<file path="src/verilog/xcvr_ctrl_regs.svh">
// Timing constants for the dual transceiver control logic
`ifndef XCVR_CTRL_REGS_SVH
`define XCVR_CTRL_REGS_SVH

`define CLK_PERIOD_NS        10
`define WU_FLT1_NS           500
`define WU_FLT2_NS           500
`define WU_TO_NS             1000000
`define XDOM_NS              1000000
`define WU_FLT1_CYC          ((`WU_FLT1_NS + `CLK_PERIOD_NS - 1) / `CLK_PERIOD_NS)
`define WU_FLT2_CYC          ((`WU_FLT2_NS + `CLK_PERIOD_NS - 1) / `CLK_PERIOD_NS)
`define WU_TO_CYC            (`WU_TO_NS / `CLK_PERIOD_NS)
`define XDOM_CYC             ((`XDOM_NS + `CLK_PERIOD_NS - 1) / `CLK_PERIOD_NS)

`endif

</file>
<file path="src/verilog/xcvr_ctrl_pkg.sv">
// Types shared by the transceiver control logic
package xcvr_ctrl_pkg;
  typedef enum logic [1:0] {WU_IDLE, WU_DOM1, WU_REC, WU_DOM2} wake_state_e;
  typedef enum logic [1:0] {MODE_OFF, MODE_STANDBY, MODE_NORMAL} chan_mode_e;
endpackage

</file>
<file path="src/verilog/xcvr_channel.sv">
// One transceiver channel: mode, thermal shutdown, dominant timeout, wake-up filter
`timescale 1ns/100ps
`include "xcvr_ctrl_regs.svh"
module xcvr_channel
  import xcvr_ctrl_pkg::*;
#(
  parameter int unsigned FLT1_CYC = `WU_FLT1_CYC,
  parameter int unsigned FLT2_CYC = `WU_FLT2_CYC,
  parameter int unsigned WU_TO_CYC = `WU_TO_CYC,
  parameter int unsigned XDOM_CYC = `XDOM_CYC,
  parameter int unsigned CW = 17
) (
  input  wire logic clk,                     // 100 MHz clock
  input  wire logic rst,                     // Async reset, active high
  input  wire logic channel_standby_select,  // High selects standby
  input  wire logic channel_transmit_in,     // Low requests dominant
  input  wire logic bus_dominant,            // Bus state from receiver
  input  wire logic ot_hot,                  // Synced: above shutdown limit
  input  wire logic ot_cool,                 // Synced: below limit minus hysteresis
  input  wire logic core_uv,                 // Synced core undervoltage
  input  wire logic io_uv,                   // Synced I/O undervoltage
  output logic      drive_dominant,          // Driver on, bus dominant
  output logic      bias_enable,             // Bus biasing on
  output logic      bus_hiz,                 // Bus pins high impedance
  output logic      channel_receive_out,     // Receive data level
  output logic      rx_drive_en,             // Receive push-pull enabled
  output logic      wake_seen                // Wake-up recognized
);
  typedef struct packed {
    wake_state_e wst;
    logic [CW-1:0] fcnt;
    logic [CW-1:0] tcnt;
    logic [CW-1:0] dcnt;
    logic        ot_off;
    logic        dom_off;
    logic        tx_prev;
    logic        woke;
    logic        drv;
    logic        rxd;
    logic [1:0]  mode;
  } st_s;

  st_s q, d;
  chan_mode_e mode_now;
  logic       tx_fall;

  always_comb begin
    if (io_uv) mode_now = MODE_OFF;
    else if (core_uv || channel_standby_select) mode_now = MODE_STANDBY;
    else mode_now = MODE_NORMAL;
  end

  assign tx_fall = q.tx_prev && !channel_transmit_in;

  always_comb begin
    d = q;
    d.tx_prev = channel_transmit_in;
    d.mode = mode_now;
    if (ot_hot) d.ot_off = 1'b1;
    else if (ot_cool && tx_fall) d.ot_off = 1'b0;
    if (channel_transmit_in) begin
      d.dcnt = '0;
      d.dom_off = 1'b0;
    end else if (q.dcnt >= CW'(XDOM_CYC - 1)) begin
      d.dom_off = 1'b1;
    end else begin
      d.dcnt = q.dcnt + 1'b1;
    end
    d.fcnt = q.fcnt + 1'b1;
    d.tcnt = q.tcnt + 1'b1;
    if (mode_now != MODE_STANDBY) begin
      d.wst = WU_IDLE;
      d.woke = 1'b0;
      d.fcnt = '0;
      d.tcnt = '0;
    end else if (!q.woke) begin
      if (q.wst != WU_IDLE && q.tcnt >= CW'(WU_TO_CYC - 1)) begin
        d.wst = WU_IDLE;
        d.fcnt = '0;
      end else begin
        case (q.wst)
          WU_IDLE: begin
            d.fcnt = '0;
            d.tcnt = '0;
            if (bus_dominant) d.wst = WU_DOM1;
          end
          WU_DOM1: begin
            if (!bus_dominant) begin
              d.fcnt = '0;
              d.wst = (q.fcnt >= CW'(FLT1_CYC)) ? WU_REC : WU_IDLE;
            end
          end
          WU_REC: begin
            if (bus_dominant) begin
              d.fcnt = '0;
              d.wst = (q.fcnt >= CW'(FLT2_CYC)) ? WU_DOM2 : WU_DOM1;
            end
          end
          WU_DOM2: begin
            if (!bus_dominant) begin
              d.fcnt = '0;
              d.wst = WU_REC;
            end else if (q.fcnt >= CW'(FLT2_CYC)) begin
              d.woke = 1'b1;
              d.wst = WU_IDLE;
            end
          end
          default: d.wst = WU_IDLE;
        endcase
      end
    end
    d.drv = (mode_now == MODE_NORMAL) && !channel_transmit_in && !d.ot_off && !d.dom_off;
    case (mode_now)
      MODE_NORMAL:  d.rxd = !bus_dominant;
      MODE_STANDBY: d.rxd = d.woke ? !bus_dominant : 1'b1;
      default:      d.rxd = 1'b1;
    endcase
  end

  always_ff @(posedge clk or posedge rst) begin
    if (rst) begin
      q <= '{wst: WU_IDLE, mode: 2'(MODE_OFF), tx_prev: 1'b1, rxd: 1'b1, default: '0};
    end else begin
      q <= d;
    end
  end

  assign drive_dominant      = q.drv;
  assign bias_enable         = (q.mode == 2'(MODE_NORMAL));
  assign bus_hiz             = (q.mode == 2'(MODE_OFF));
  assign channel_receive_out = q.rxd;
  assign rx_drive_en         = (q.mode == 2'(MODE_NORMAL)) || ((q.mode == 2'(MODE_STANDBY)) && q.woke);
  assign wake_seen           = q.woke;

  a_ot_driver_off: assert property (@(posedge clk) disable iff (rst) ot_hot |=> !drive_dominant)
    else $error("driver on while hot");
  a_ot_warm_hold: assert property (@(posedge clk) disable iff (rst)
    (q.ot_off && !ot_cool) |=> q.ot_off)
    else $error("thermal shutdown left while warm");
  a_ot_need_edge: assert property (@(posedge clk) disable iff (rst)
    ($fell(q.ot_off)) |-> $past(channel_transmit_in, 2) && !$past(channel_transmit_in))
    else $error("shutdown cleared without own falling edge");
  a_uv_forces_stby: assert property (@(posedge clk) disable iff (rst)
    (core_uv && !io_uv) |=> (q.mode == 2'(MODE_STANDBY)) && !drive_dominant)
    else $error("core undervoltage did not force standby");
  a_io_uv_silent: assert property (@(posedge clk) disable iff (rst)
    io_uv |=> bus_hiz && !drive_dominant && channel_receive_out && !wake_seen)
    else $error("activity while unpowered");
  a_normal_tx_path: assert property (@(posedge clk) disable iff (rst)
    (mode_now == MODE_NORMAL && !ot_hot && !q.ot_off && channel_transmit_in) |=> !drive_dominant)
    else $error("recessive transmit drove bus");
  a_normal_rx_path: assert property (@(posedge clk) disable iff (rst)
    (mode_now == MODE_NORMAL) |=> channel_receive_out == !$past(bus_dominant))
    else $error("receive does not follow bus");
  a_stby_rx_high: assert property (@(posedge clk) disable iff (rst)
    (mode_now == MODE_STANDBY && !q.woke && !d.woke) |=> channel_receive_out && !drive_dominant)
    else $error("standby receive not held high");
  a_wake_needs_time: assert property (@(posedge clk) disable iff (rst)
    $rose(wake_seen) |-> $past(bus_dominant))
    else $error("wake without final dominant phase");
  a_dom_timeout: assert property (@(posedge clk) disable iff (rst)
    q.dom_off |-> !drive_dominant)
    else $error("driver on after dominant timeout");

  c_wake: cover property (@(posedge clk) disable iff (rst) $rose(wake_seen));
  c_ot_recover: cover property (@(posedge clk) disable iff (rst) $fell(q.ot_off));
  c_dom_timeout: cover property (@(posedge clk) disable iff (rst) $rose(q.dom_off));
  c_normal_tx: cover property (@(posedge clk) disable iff (rst) $rose(drive_dominant));
endmodule

</file>
<file path="src/verilog/dual_xcvr_ctrl.sv">
// Top: two independent channels with shared synchronized supply monitors
`timescale 1ns/100ps
`include "xcvr_ctrl_regs.svh"
module dual_xcvr_ctrl
  import xcvr_ctrl_pkg::*;
#(
  parameter int unsigned WU_TO_CYC = `WU_TO_CYC,
  parameter int unsigned XDOM_CYC  = `XDOM_CYC
) (
  input  wire logic       clk,                      // 100 MHz clock
  input  wire logic       rst,                      // Async reset, active high
  input  wire logic [1:0] channel_standby_select,   // Per channel, high = standby
  input  wire logic [1:0] channel_transmit_in,      // Per channel transmit data
  input  wire logic [1:0] bus_dominant,             // Per channel bus receiver state
  input  wire logic [1:0] thermal_shutdown_limit,   // Async: above shutdown limit
  input  wire logic [1:0] thermal_below_hyst,       // Async: below limit minus hysteresis
  input  wire logic       core_supply_undervoltage, // Async core comparator
  input  wire logic       io_supply_undervoltage,   // Async I/O comparator
  output logic      [1:0] bus_high_line_drive,      // High line driven dominant
  output logic      [1:0] bus_low_line_drive,       // Low line driven dominant
  output logic      [1:0] bus_bias_enable,          // Biasing on
  output logic      [1:0] bus_hiz,                  // Bus pins high impedance
  output logic      [1:0] channel_receive_out,      // Receive data
  output logic      [1:0] channel_receive_oe,       // Receive push-pull enable
  output logic      [1:0] wake_seen                 // Wake-up recognized
);
  // Comparators are asynchronous; two-stage synchronizers, first stage read only by second
  logic [5:0] s1_q, s2_q;
  always_ff @(posedge clk or posedge rst) begin
    if (rst) begin
      s1_q <= 6'h30;
      s2_q <= 6'h30;
    end else begin
      s1_q <= {io_supply_undervoltage, core_supply_undervoltage,
               thermal_below_hyst, thermal_shutdown_limit};
      s2_q <= s1_q;
    end
  end

  logic [1:0] drv;
  for (genvar i = 0; i < 2; i++) begin : g_ch
    xcvr_channel #(.WU_TO_CYC(WU_TO_CYC), .XDOM_CYC(XDOM_CYC)) u_ch (
      .clk                    (clk),
      .rst                    (rst),
      .channel_standby_select (channel_standby_select[i]),
      .channel_transmit_in    (channel_transmit_in[i]),
      .bus_dominant           (bus_dominant[i]),
      .ot_hot                 (s2_q[i]),
      .ot_cool                (s2_q[2+i]),
      .core_uv                (s2_q[4]),
      .io_uv                  (s2_q[5]),
      .drive_dominant         (drv[i]),
      .bias_enable            (bus_bias_enable[i]),
      .bus_hiz                (bus_hiz[i]),
      .channel_receive_out    (channel_receive_out[i]),
      .rx_drive_en            (channel_receive_oe[i]),
      .wake_seen              (wake_seen[i])
    );
  end

  assign bus_high_line_drive = drv;
  assign bus_low_line_drive  = drv;
endmodule

</file>
<file path="config.mk">
export PLATFORM = sky130hd
export DESIGN_NAME = dual_xcvr_ctrl
export DESIGN_NICKNAME = d
export VERILOG_FILES = /design/src/verilog/xcvr_ctrl_pkg.sv /design/src/verilog/xcvr_channel.sv /design/src/verilog/dual_xcvr_ctrl.sv
export VERILOG_INCLUDE_DIRS = /design/src /design/src/verilog
export SDC_FILE = /design/constraint.sdc
export NUM_CORES = 1
export LEC_CHECK = 0
export BUFFER_PORTS_ARGS = -buffer_cell sky130_fd_sc_hd__buf_2
export CAP_MARGIN = 5
export CORE_MARGIN = 3
export CORE_UTILIZATION = 45
export CTS_CLUSTER_DIAMETER = 30
export DETAILED_ROUTE_END_ITERATION = 8
export GPL_ROUTABILITY_DRIVEN = 0
export SLEW_MARGIN = 20
export SYNTH_ARGS = -nofsm -noshare
export SYNTH_HDL_FRONTEND = slang
export SYNTH_SLANG_ARGS = --single-unit
</file>
<file path="constraint.sdc">
create_clock -name clk -period 6.6 [get_ports clk]
set_input_delay 0.66 -clock clk [delete_from_list [all_inputs] [get_ports clk]]
set_output_delay 0.66 -clock clk [all_outputs]
set_load 0.01 [all_outputs]
</file>
==> run_results.csv, run 1 <==
group,metric,value,unit
outcome,status,"finished clean",
place,hpwlAfterDp,8000,um
clocking,clk_pin_slew,50,ps
timing,timing_hold_violations_final,0,
synthesis,ys_async_sr_fraction,100,%
hold_path,hold_path_class,"register to register",
routing,final_antenna_net_count,0,
worst_setup_path,required,6890,ps
synthesis,yosysMostFrequentCell,"dfrtp_1",
floorplanning,num_rows,43,
global_route,grt_pass1_wl,21000,um
global_route,overflow,0,
synthesis,synth.distinct_cells,57,
clocking,ctsHoldBuffers,0,
worst_setup_path,end_kind,"register",
clocking,ctsLongestPathBuffers,2,
worst_setup_path,worstReg2RegStart,"g_ch[0].u_ch.q[8]$_DFFE_PP0P_",
worst_setup_path,path_class,"register to register",
pwr,power.density,268,mW/mm^2
final_layout,design_area,0.00737,mm^2
global_route,grt_max_degree,70,
clocking,root_buffer,"clkbuf_16",
synthesis,ys_warn_count,0,
global_route,antenna_found_initial,0,
timing,tightest_slew,906,ps
synthesis,netlist_area,0.00651,mm^2
routing,vias,4746,
synthesis,syn_inst,659,
clocking,post_cts_buffers,0,
clocking,clock_latency,410,ps
timing,fin_skew,8.45,ps
final_layout,nFillCells,1249,
synthesis,synth_common_cells,"126 x dfrtp_1, 97 x nor2_1, 40 x xnor2_1, 38 x nand2_1, 30 x nor3_1",
worst_setup_path,cp.depth,6,
synthesis,synth_flop_cell,"dfrtp_1",
timing,fin_crit_sh,36.9,%
timing,max_freq,410,MHz
routing,wirelength,12000,um
worst_setup_path,cpLargestDelayFamily,"compound AO/OA/AOI/OAI gates",
worst_setup_path,r2r_cells,6,
clocking,clock_sinks,134,
clocking,cts_max_level,4,
synthesis,ys_seq_area_share,51.7,%
place,port_buffers,27,
synthesis,synth_top_area_share,48.5,%
synthesis,synth-seq-cells,134,
synthesis,synth.avg_cell_area,9.87,um^2
synthesis,synth-edff-count,0,
timing,setup_viol,0,
worst_setup_path,r2r_end,"g_ch[0].u_ch.q[19]$_DFFE_PP0P_",
worst_setup_path,path_buf_inv,0,
worst_setup_path,cp.arrival,2730,ps
pwr,peakVddDrop,0.213,mV
global_route,grtUsageTotal,16.0,%
hold_path,min_path_cells,0,
timing,rsz0062_at_grt,"false",
synthesis,synth_fp_nets,681,
worst_setup_path,crit_slowest_cell,"o2111ai_1",
clocking,cts_tree,"built",
worst_setup_path,worst_path_largest_cell_delay,660,ps
worst_setup_path,cp_cell_sequence,"ha_1 > or3b_1 > a211o_1 > o2111ai_1 > nor2b_1 > mux2_2",
worst_setup_path,critical_path.max_fanout,13,
routing,avgViaCountPerCell,5.45,
synthesis,synth_area_leader_cell,"dfrtp_1",
final_layout,syn_to_final_growth,13.3,%
final_layout,multi_input_area,0.00286,mm^2
routing,drtIter0Drc,296,
floorplanning,fp.dieArea,0.0159,mm^2
place,place_area,0.00670,mm^2
clocking,cts_made_buffers,17,
run,cap_violations,0,
global_route,grt_pass1_vias,4676,
routing,avgRoutedWirePerCell,13.7,um
timing,finalSetupTns,0,ps
timing,drv_slew,0,
worst_setup_path,cp-startpoint,"g_ch[0].u_ch.q[8]$_DFFE_PP0P_",
timing,maxSlewHeadroom,39.3,%
floorplanning,start_util,46.5,%
final_layout,ff_latch_area,0.00336,mm^2
clocking,cts.repair.resized,0,
final_layout,antennaDiodeCount,0,
floorplanning,core_area,0.0140,mm^2
synthesis,synth_area_leaders,"dfrtp_1 48%, nor2_1 5.6%, xnor2_1 5.4%",
final_layout,drive_gt1_share,11.4,%
worst_setup_path,worstSetupEndpoint,"g_ch[0].u_ch.q[19]$_DFFE_PP0P_",
pwr,power.leakage,3.02,nW
timing,min_period,2440,ps
floorplanning,ios,28,
routing,drc,0,
floorplanning,die_w,126,um
routing,first_pass_iters,5,
floorplanning,die_y,126,um
worst_setup_path,critPathLaunchType,"register",
final_layout,nets,700,
worst_setup_path,r2r_setup_slack,4160,ps
final_layout,final_util,52.7,%
## per-layer routing
metal / wire length, um / GRT usage (%) / vias up
li1: - / - / 2334
met1: 5750 / 20.6 / 2336
met2: 5740 / 25.7 / 67
met3: 332 / 4.20 / 9
met4: 145 / 7.19 / 0
met5: 0 / 0 / -
## cell usage in the layout (no fill, tap or decap), drive strengths merged, types with 6 or more instances in the layout
cell / n
dfrtp: 126
nor2: 97
xnor2: 40
nand2: 38
buf: 31
nor3: 30
xor2: 28
nand3: 27
a21oi: 25
inv: 23
o21ai: 23
clkbuf: 23
nand4: 18
or3: 17
nor4: 12
and3: 12
nor2b: 10
o31ai: 8
or4: 8
ha: 8
dfstp: 8
and4: 6
bufinv: 6
## final cells by class
cell class / instances / area share (%)
clock buffer: 23 / 6.48
timing repair buffer: 31 / 2.24
clock inverter: 9 / 2.65
sequential: 134 / 45.6
inverter: 23 / 1.20
tap: 180 / 3.05
multi-input combinational: 471 / 38.8
## cells by family after synthesis
family,after synthesis,synth area share [%]
flops,134,51.7
buf+inv,54,4.37
fa+ha+maj,8,1.54
xor+xnor,68,9.15
mux,6,0.962
simple gates,298,23.2
compound gates,91,9.04
## worst min path at each step
stage / startpoint / end
finish: s1_q[1]$_DFF_PP0_ / s2_q[1]$_DFF_PP0_
floorplan: s1_q[0]$_DFF_PP0_ / s2_q[0]$_DFF_PP0_
global route: thermal_below_hyst[1] / s1_q[3]$_DFF_PP0_
global placement: s1_q[0]$_DFF_PP0_ / s2_q[0]$_DFF_PP0_
detailed placement: s1_q[1]$_DFF_PP0_ / s2_q[1]$_DFF_PP0_
CTS: thermal_below_hyst[1] / s1_q[3]$_DFF_PP0_
## power by group
| part | total (W) | internal [W] | switching [W] |
|---|---|---|---|
| logic | 0.0000601 | 0.0000169 | 0.0000432 |
| registers | 0.000845 | 0.000836 | 0.00000901 |
| clock network | 0.00107 | 0.000737 | 0.000333 |
| total | 0.00197 | 0.00159 | 0.000385 |
## state kept, by name, summed over array words and instances, names as in the netlist
signal and cells:
g_ch.u_ch.drive_dominant 2, s1_q 6, g_ch.u_ch.wake_seen 2, g_ch.u_ch.q 116
g_ch.u_ch.channel_receive_out 2, s2_q 6
## per-stage QoR
step | power (W) | std cells | setup WS [ps] | hold slack [ps]
2_1_floorplan | 0.000902 | 659 | 2370 | 331
3_3_place_gp | 0.000919 | 839 | 4180 | 333
3_5_place_dp | 0.000921 | 839 | 4150 | 337
4_1_cts | 0.00200 | 871 | 4140 | 333
5_1_grt | 0.00205 | 871 | 3960 | 329
6_report | 0.00197 | 871 | 4160 | 348
No activity file was read; power rests on OpenSTA's default activity.
==> inputs of run 2 (changes only) <==
clock period = 2.5 ns   (was 6.6 ns; I/O delays follow)
==> run 2 against run 1 <==
Worst setup slack got worse by 3900 ps. Sequential share of layout area is essentially flat. Hold slack got worse by 300 ps. Clock-buffer cell count stayed put. First-iteration DRC count fell by 7.1%. Largest power group unchanged.
==> run_results.csv, run 2 (synthesis results as in run 1) <==
group,metric,value,unit
outcome,status,"finished clean",
worst_setup_path,critPathLaunchType,"register",
global_route,grt_pass1_wl,22100,um
routing,drc,0,
clocking,cts.repair.resized,0,
timing,fin_skew,8.46,ps
pwr,power.leakage,3.00,nW
final_layout,nFillCells,1298,
worst_setup_path,required,2830,ps
routing,vias,4768,
place,port_buffers,27,
final_layout,layout_commonest_cell,"dfrtp_1",
timing,min_period,2290,ps
pwr,power.density,644,mW/mm^2
timing,fin_crit_sh,91.5,%
worst_setup_path,critical_path.max_fanout,17,
global_route,grtUsageTotal,16.7,%
final_layout,final_util,52.8,%
routing,drtIter0Drc,275,
worst_setup_path,cp.depth,6,
floorplanning,fp.dieArea,0.0159,mm^2
final_layout,antennaDiodeCount,0,
timing,setup_viol,0,
timing,maxSlewHeadroom,53.7,%
run,cap_violations,0,
timing,timing_hold_violations_final,0,
timing,finalSetupTns,0,ps
timing,layout_setup_ws,213,ps
floorplanning,start_util,46.5,%
worst_setup_path,r2r_end,"g_ch[0].u_ch.q[51]$_DFF_PP0_",
final_layout,largest_register_ffs,116,
worst_setup_path,r2r_setup_slack,210,ps
pwr,p_switching,0.00103,W
floorplanning,die_y,126,um
final_layout,drive_gt1_share,11.8,%
routing,wirelength,12300,um
pwr,clkPwrFrac,49.4,%
clocking,cts_made_buffers,17,
floorplanning,num_rows,43,
floorplanning,core_area,0.0140,mm^2
floorplanning,ios,28,
timing,max_freq,437,MHz
global_route,overflow,0,
clocking,post_cts_buffers,0,
clocking,root_buffer,"clkbuf_16",
timing,rsz0062_at_grt,"false",
final_layout,syn_to_final_growth,13.4,%
clocking,clock_latency,410,ps
worst_setup_path,r2r_cells,6,
pwr,peakVddDrop,0.494,mV
worst_setup_path,path_class,"register to register",
hold_path,hold_path_class,"input pin to async pin",
worst_setup_path,path_buf_inv,0,
final_layout,nets,713,
clocking,cts_tree,"built",
floorplanning,die_w,126,um
pwr,power.total,0.00475,W
worst_setup_path,worst_path_largest_cell_delay,520,ps
pwr,seqPwrFrac,46.9,%
pwr,power_frac_comb,3.6,%
final_layout,mostFrequentLayoutCells,"126 x dfrtp_1, 97 x nor2_1, 40 x xnor2_1",
clocking,ctsLongestPathBuffers,2,
clocking,clock_sinks,134,
routing,avgViaCountPerCell,5.39,
pwr,swShare,21.7,%
pwr,internal-power,0.00372,W
clocking,cts_max_level,4,
routing,first_pass_iters,4,
global_route,grt_pass1_vias,4796,
routing,final_antenna_net_count,0,
global_route,antenna_found_initial,0,
place,place_area,0.00677,mm^2
clocking,clk_pin_slew,60,ps
global_route,grt_max_degree,135,
worst_setup_path,crit_slowest_cell,"o31a_1",
worst_setup_path,worstReg2RegStart,"g_ch[0].u_ch.q[25]$_DFF_PP0_",
worst_setup_path,cp.arrival,2620,ps
worst_setup_path,end_kind,"register",
final_layout,largest-register,"g_ch.u_ch.q",
routing,avgRoutedWirePerCell,13.9,um
final_layout,reg.largest.list,"g_ch.u_ch.q (116), s1_q (6), s2_q (6)",
timing,tightest_slew,695,ps
timing,drv_slew,0,
place,dp_slack,258,ps
worst_setup_path,cp_cell_sequence,"ha_1 > and4_1 > a2111oi_0 > o21ai_1 > o31a_1 > nor2_1",
place,hpwlAfterDp,8040,um
final_layout,design_area,0.00738,mm^2
worst_setup_path,cpLargestDelayFamily,"compound AO/OA/AOI/OAI gates",
==> run 2: repair_timing <==
action,CTS,global route
setup endpoints to repair,0,0
hold endpoints to repair,6,0
hold buffers,6,0
==> run 2: layer usage <==
metal	track usage [%]	up-vias	share of wire [%]
li1	-	2360	-
met4	4.54	0	1.0
met1	22.0	2334	49
met2	26.9	64	46
met3	5.30	10	3.6
met5	0	-	0
==> run 2: how the worst max path moves through the flow <==
stage	slack [ps]	start	to
after floorplan	440	g_ch[0].u_ch.q[25]$_DFF_PP0_	g_ch[0].u_ch.q[51]$_DFF_PP0_
final	210	g_ch[0].u_ch.q[25]$_DFF_PP0_	g_ch[0].u_ch.q[51]$_DFF_PP0_
after global routing	10	g_ch[0].u_ch.q[25]$_DFF_PP0_	g_ch[0].u_ch.q[49]$_DFF_PP0_
after global placement	290	g_ch[0].u_ch.q[25]$_DFF_PP0_	g_ch[0].u_ch.q[50]$_DFF_PP0_
after detailed placement	260	g_ch[0].u_ch.q[25]$_DFF_PP0_	g_ch[0].u_ch.q[51]$_DFF_PP0_
after CTS	230	g_ch[0].u_ch.q[25]$_DFF_PP0_	g_ch[0].u_ch.q[53]$_DFF_PP0_
==> run 2: per-stage QoR <==
stage / instances / hold slack [ps]
2_1_floorplan: 659 / 254
4_1_cts: 884 / 66.3
3_3_place_gp: 846 / 343
6_report: 884 / 43.5
3_5_place_dp: 846 / 340
5_1_grt: 884 / 84.0
==> run 2: layout make-up <==
type	instances	area [um^2]	area share, %
clock buffer	23	448	6.07
inverter	23	90.1	1.22
clock inverter	9	105	1.42
tap	180	225	3.05
multi-input combinational	471	2860	38.7
sequential	134	3360	45.6
timing repair buffer	44	290	3.93
==> run 2: power groups by stage <==
| stage | Combinational (W) | Clock (W) | Sequential (W) |
|---|---|---|---|
| 3_3_place_gp | 0.000168 | 0 | 0.00227 |
| 6_report | 0.000173 | 0.00235 | 0.00223 |
| 2_1_floorplan | 0.000123 | 0 | 0.00226 |
| 5_1_grt | 0.000201 | 0.00252 | 0.00224 |
| 4_1_cts | 0.000179 | 0.00241 | 0.00223 |
| 3_5_place_dp | 0.000172 | 0 | 0.00227 |
==> run 2: tightest hold or removal path: cells and delay by family <==
kind,cells,cell delay (ps)
buf+inv,3,680
==> inputs of run 3 (changes only) <==
clock period = 1.85 ns   (was 2.5 ns; I/O delays follow)
==> run 3 against run 2 <==
The flow now finishes with violations (negative setup slack). Global-route usage is 1.8 points higher. Via count is 8.7% higher. Utilization is 9.0 points higher. Register-to-register slack worse by 440 ps. Sequential share of layout area is 6.7 points lower. Power is 41% higher. Critical path type unchanged. Critical endpoint is now g_ch[0].u_ch.q[55]$_DFF_PP0_. Largest power group unchanged. Highest routed layer unchanged.
==> run_results.csv, run 3 (synthesis results as in run 1) <==
group,metric,value,unit
timing,layout_setup_ws,-222,ps
clocking,cts_tree,"built",
floorplanning,start_util,46.5,%
routing,final_antenna_net_count,0,
final_layout,drive_gt1_share,30.7,%
worst_setup_path,cp.arrival,2420,ps
final_layout,layout_commonest_cell,"dfrtp_1",
global_route,grt_pass1_wl,24200,um
worst_setup_path,cp_cell_sequence,"or4_4 > a32oi_2 > o21ai_2 > o31a_1 > buf_6 > buf_16 > nor2_4",
place,hpwlAfterDp,9310,um
clocking,root_buffer,"clkbuf_16",
worst_setup_path,path_class,"register to register",
routing,avgViaCountPerCell,5.32,
pwr,peakVddDrop,0.640,mV
final_layout,nFillCells,1166,
routing,drtIter0Drc,216,
routing,wirelength,14300,um
worst_setup_path,r2r_cells,7,
clocking,clk_pin_slew,60,ps
final_layout,multi_input_area,0.00334,mm^2
routing,first_pass_iters,4,
floorplanning,num_rows,43,
worst_setup_path,path_buf_inv,2,
final_layout,nets,803,
worst_setup_path,critical_path.max_fanout,8,
final_layout,largest-register,"g_ch.u_ch.q",
timing,maxSlewHeadroom,52.6,%
worst_setup_path,worstReg2RegStart,"g_ch[0].u_ch.q[36]$_DFF_PP0_",
floorplanning,die_w,126,um
outcome,status,"complete, but fails checks",
hold_path,hp-start,"bus_dominant[0]",
worst_setup_path,worst_path_largest_cell_delay,540,ps
final_layout,antennaDiodeCount,0,
global_route,grtUsageTotal,18.5,%
final_layout,mostFrequentLayoutCells,"126 x dfrtp_1, 89 x buf_4, 79 x nor2_1",
pwr,power.total,0.00673,W
outcome,violations,"negative setup slack",
global_route,overflow,0,
place,place_area,0.00735,mm^2
pwr,power.leakage,3.63,nW
timing,tightest_slew,712,ps
hold_path,holdPathEnd,"g_ch[0].u_ch.channel_receive_out$_DFF_PP1_",
worst_setup_path,r2r_setup_slack,-220,ps
final_layout,ff_latch_area,0.00336,mm^2
worst_setup_path,cpLargestDelayFamily,"compound AO/OA/AOI/OAI gates",
place,dp.cells,912,
global_route,grt_pass1_vias,5227,
floorplanning,fp.dieArea,0.0159,mm^2
worst_setup_path,cp.depth,7,
clocking,clock_sinks,134,
pwr,power.density,778,mW/mm^2
routing,vias,5185,
final_layout,reg.largest.list,"g_ch.u_ch.q (116), s1_q (6), s2_q (6)",
floorplanning,die_y,126,um
routing,drc,0,
timing,min_period,2070,ps
worst_setup_path,end_kind,"register",
routing,avgRoutedWirePerCell,14.7,um
hold_path,min_path_cells,2,
final_layout,fin_cells,974,
floorplanning,core_area,0.0140,mm^2
timing,fin_skew,8.33,ps
final_layout,syn_to_final_growth,32.8,%
clocking,clock_latency,410,ps
run,cap_violations,0,
worst_setup_path,crit_slowest_cell,"or4_4",
global_route,grt_max_degree,32,
floorplanning,ios,28,
clocking,cts_max_level,4,
final_layout,largest_register_ffs,116,
timing,setup_viol,35,
worst_setup_path,required,2200,ps
final_layout,design_area,0.00864,mm^2
timing,drv_slew,0,
timing,rsz0062_at_grt,"true",
hold_path,hold_path_class,"input pin to register",
timing,timing_hold_violations_final,0,
global_route,antenna_found_initial,0,
timing,max_freq,483,MHz
timing,fin_crit_sh,112,%
clocking,cts_made_buffers,17,
place,port_buffers,27,
worst_setup_path,critPathLaunchType,"register",
clocking,ctsLongestPathBuffers,2,
worst_setup_path,r2r_end,"g_ch[0].u_ch.q[55]$_DFF_PP0_",
==> run 3: cell types whose count changed in the layout (fill, tap and decap cells not counted), moves of 7 or more <==
cell,change
nor2_4,+17
buf_4,+79
nor2_1,-18
nor3_1,-7
==> run 3: what timing repair did <==
| item | CTS | global route |
|---|---|---|
| setup endpoints to repair | 60 | 72 |
| setup buffers | 10 | 11 |
| hold endpoints to repair | 24 | 0 |
| gates cloned | 3 | 0 |
| pin swaps | 21 | 27 |
| resized for setup | 43 | 54 |
| hold buffers | 8 | 0 |
==> run 3: cell type report <==
class                      count  share of cell area [%]
clock inverter                10                    1.48
sequential                   134                    38.9
multi-input combinational    472                    38.6
tap                          180                    2.61
timing repair buffer         133                    12.0
inverter                      23                    1.04
clock buffer                  22                    5.37
==> run 3: where the power goes <==
part	switching [W]	internal (W)	total [W]
registers	0.0000263	0.00298	0.00301
clock network	0.00121	0.00217	0.00338
logic	0.000201	0.000138	0.000339
total	0.00143	0.00529	0.00673
==> run 3: metrics by stage <==
| step | util, % | worst slack (ps) | TNS (ps) | hold WS [ps] |
|---|---|---|---|---|
| 4_1_cts | 59.8 | -152 | -3050 | 19.1 |
| 2_1_floorplan | - | -90.0 | -532 | 189 |
| 5_1_grt | 61.8 | -314 | -8920 | 34.4 |
| 3_5_place_dp | 52.6 | -183 | -3260 | 233 |
| 3_3_place_gp | 52.6 | -100 | -1320 | 223 |
| 6_report | 61.8 | -222 | -4750 | 41.0 |
==> run 3: worst max path at each step <==
stage	start	endpoint	slack, ps
final	g_ch[0].u_ch.q[36]$_DFF_PP0_	g_ch[0].u_ch.q[55]$_DFF_PP0_	-220
after global routing	g_ch[0].u_ch.q[9]$_DFFE_PP0P_	g_ch[0].u_ch.q[14]$_DFFE_PP0P_	-310
after global placement	g_ch[0].u_ch.q[9]$_DFFE_PP0P_	g_ch[0].u_ch.q[19]$_DFFE_PP0P_	-100
after detailed placement	g_ch[0].u_ch.q[9]$_DFFE_PP0P_	g_ch[0].u_ch.q[19]$_DFFE_PP0P_	-180
after CTS	g_ch[0].u_ch.q[9]$_DFFE_PP0P_	g_ch[0].u_ch.q[16]$_DFFE_PP0P_	-150
after floorplan	g_ch[0].u_ch.q[8]$_DFFE_PP0P_	g_ch[0].u_ch.q[24]$_DFFE_PP0P_	-90
==> run 3: routing by layer <==
metal,share of wire [%],vias to the layer above,global-route usage [%]
li1,-,2547,-
met1,46,2550,24.2
met2,49,69,30.4
met3,3.1,19,4.58
met4,1.5,0,6.31
met5,0,-,0
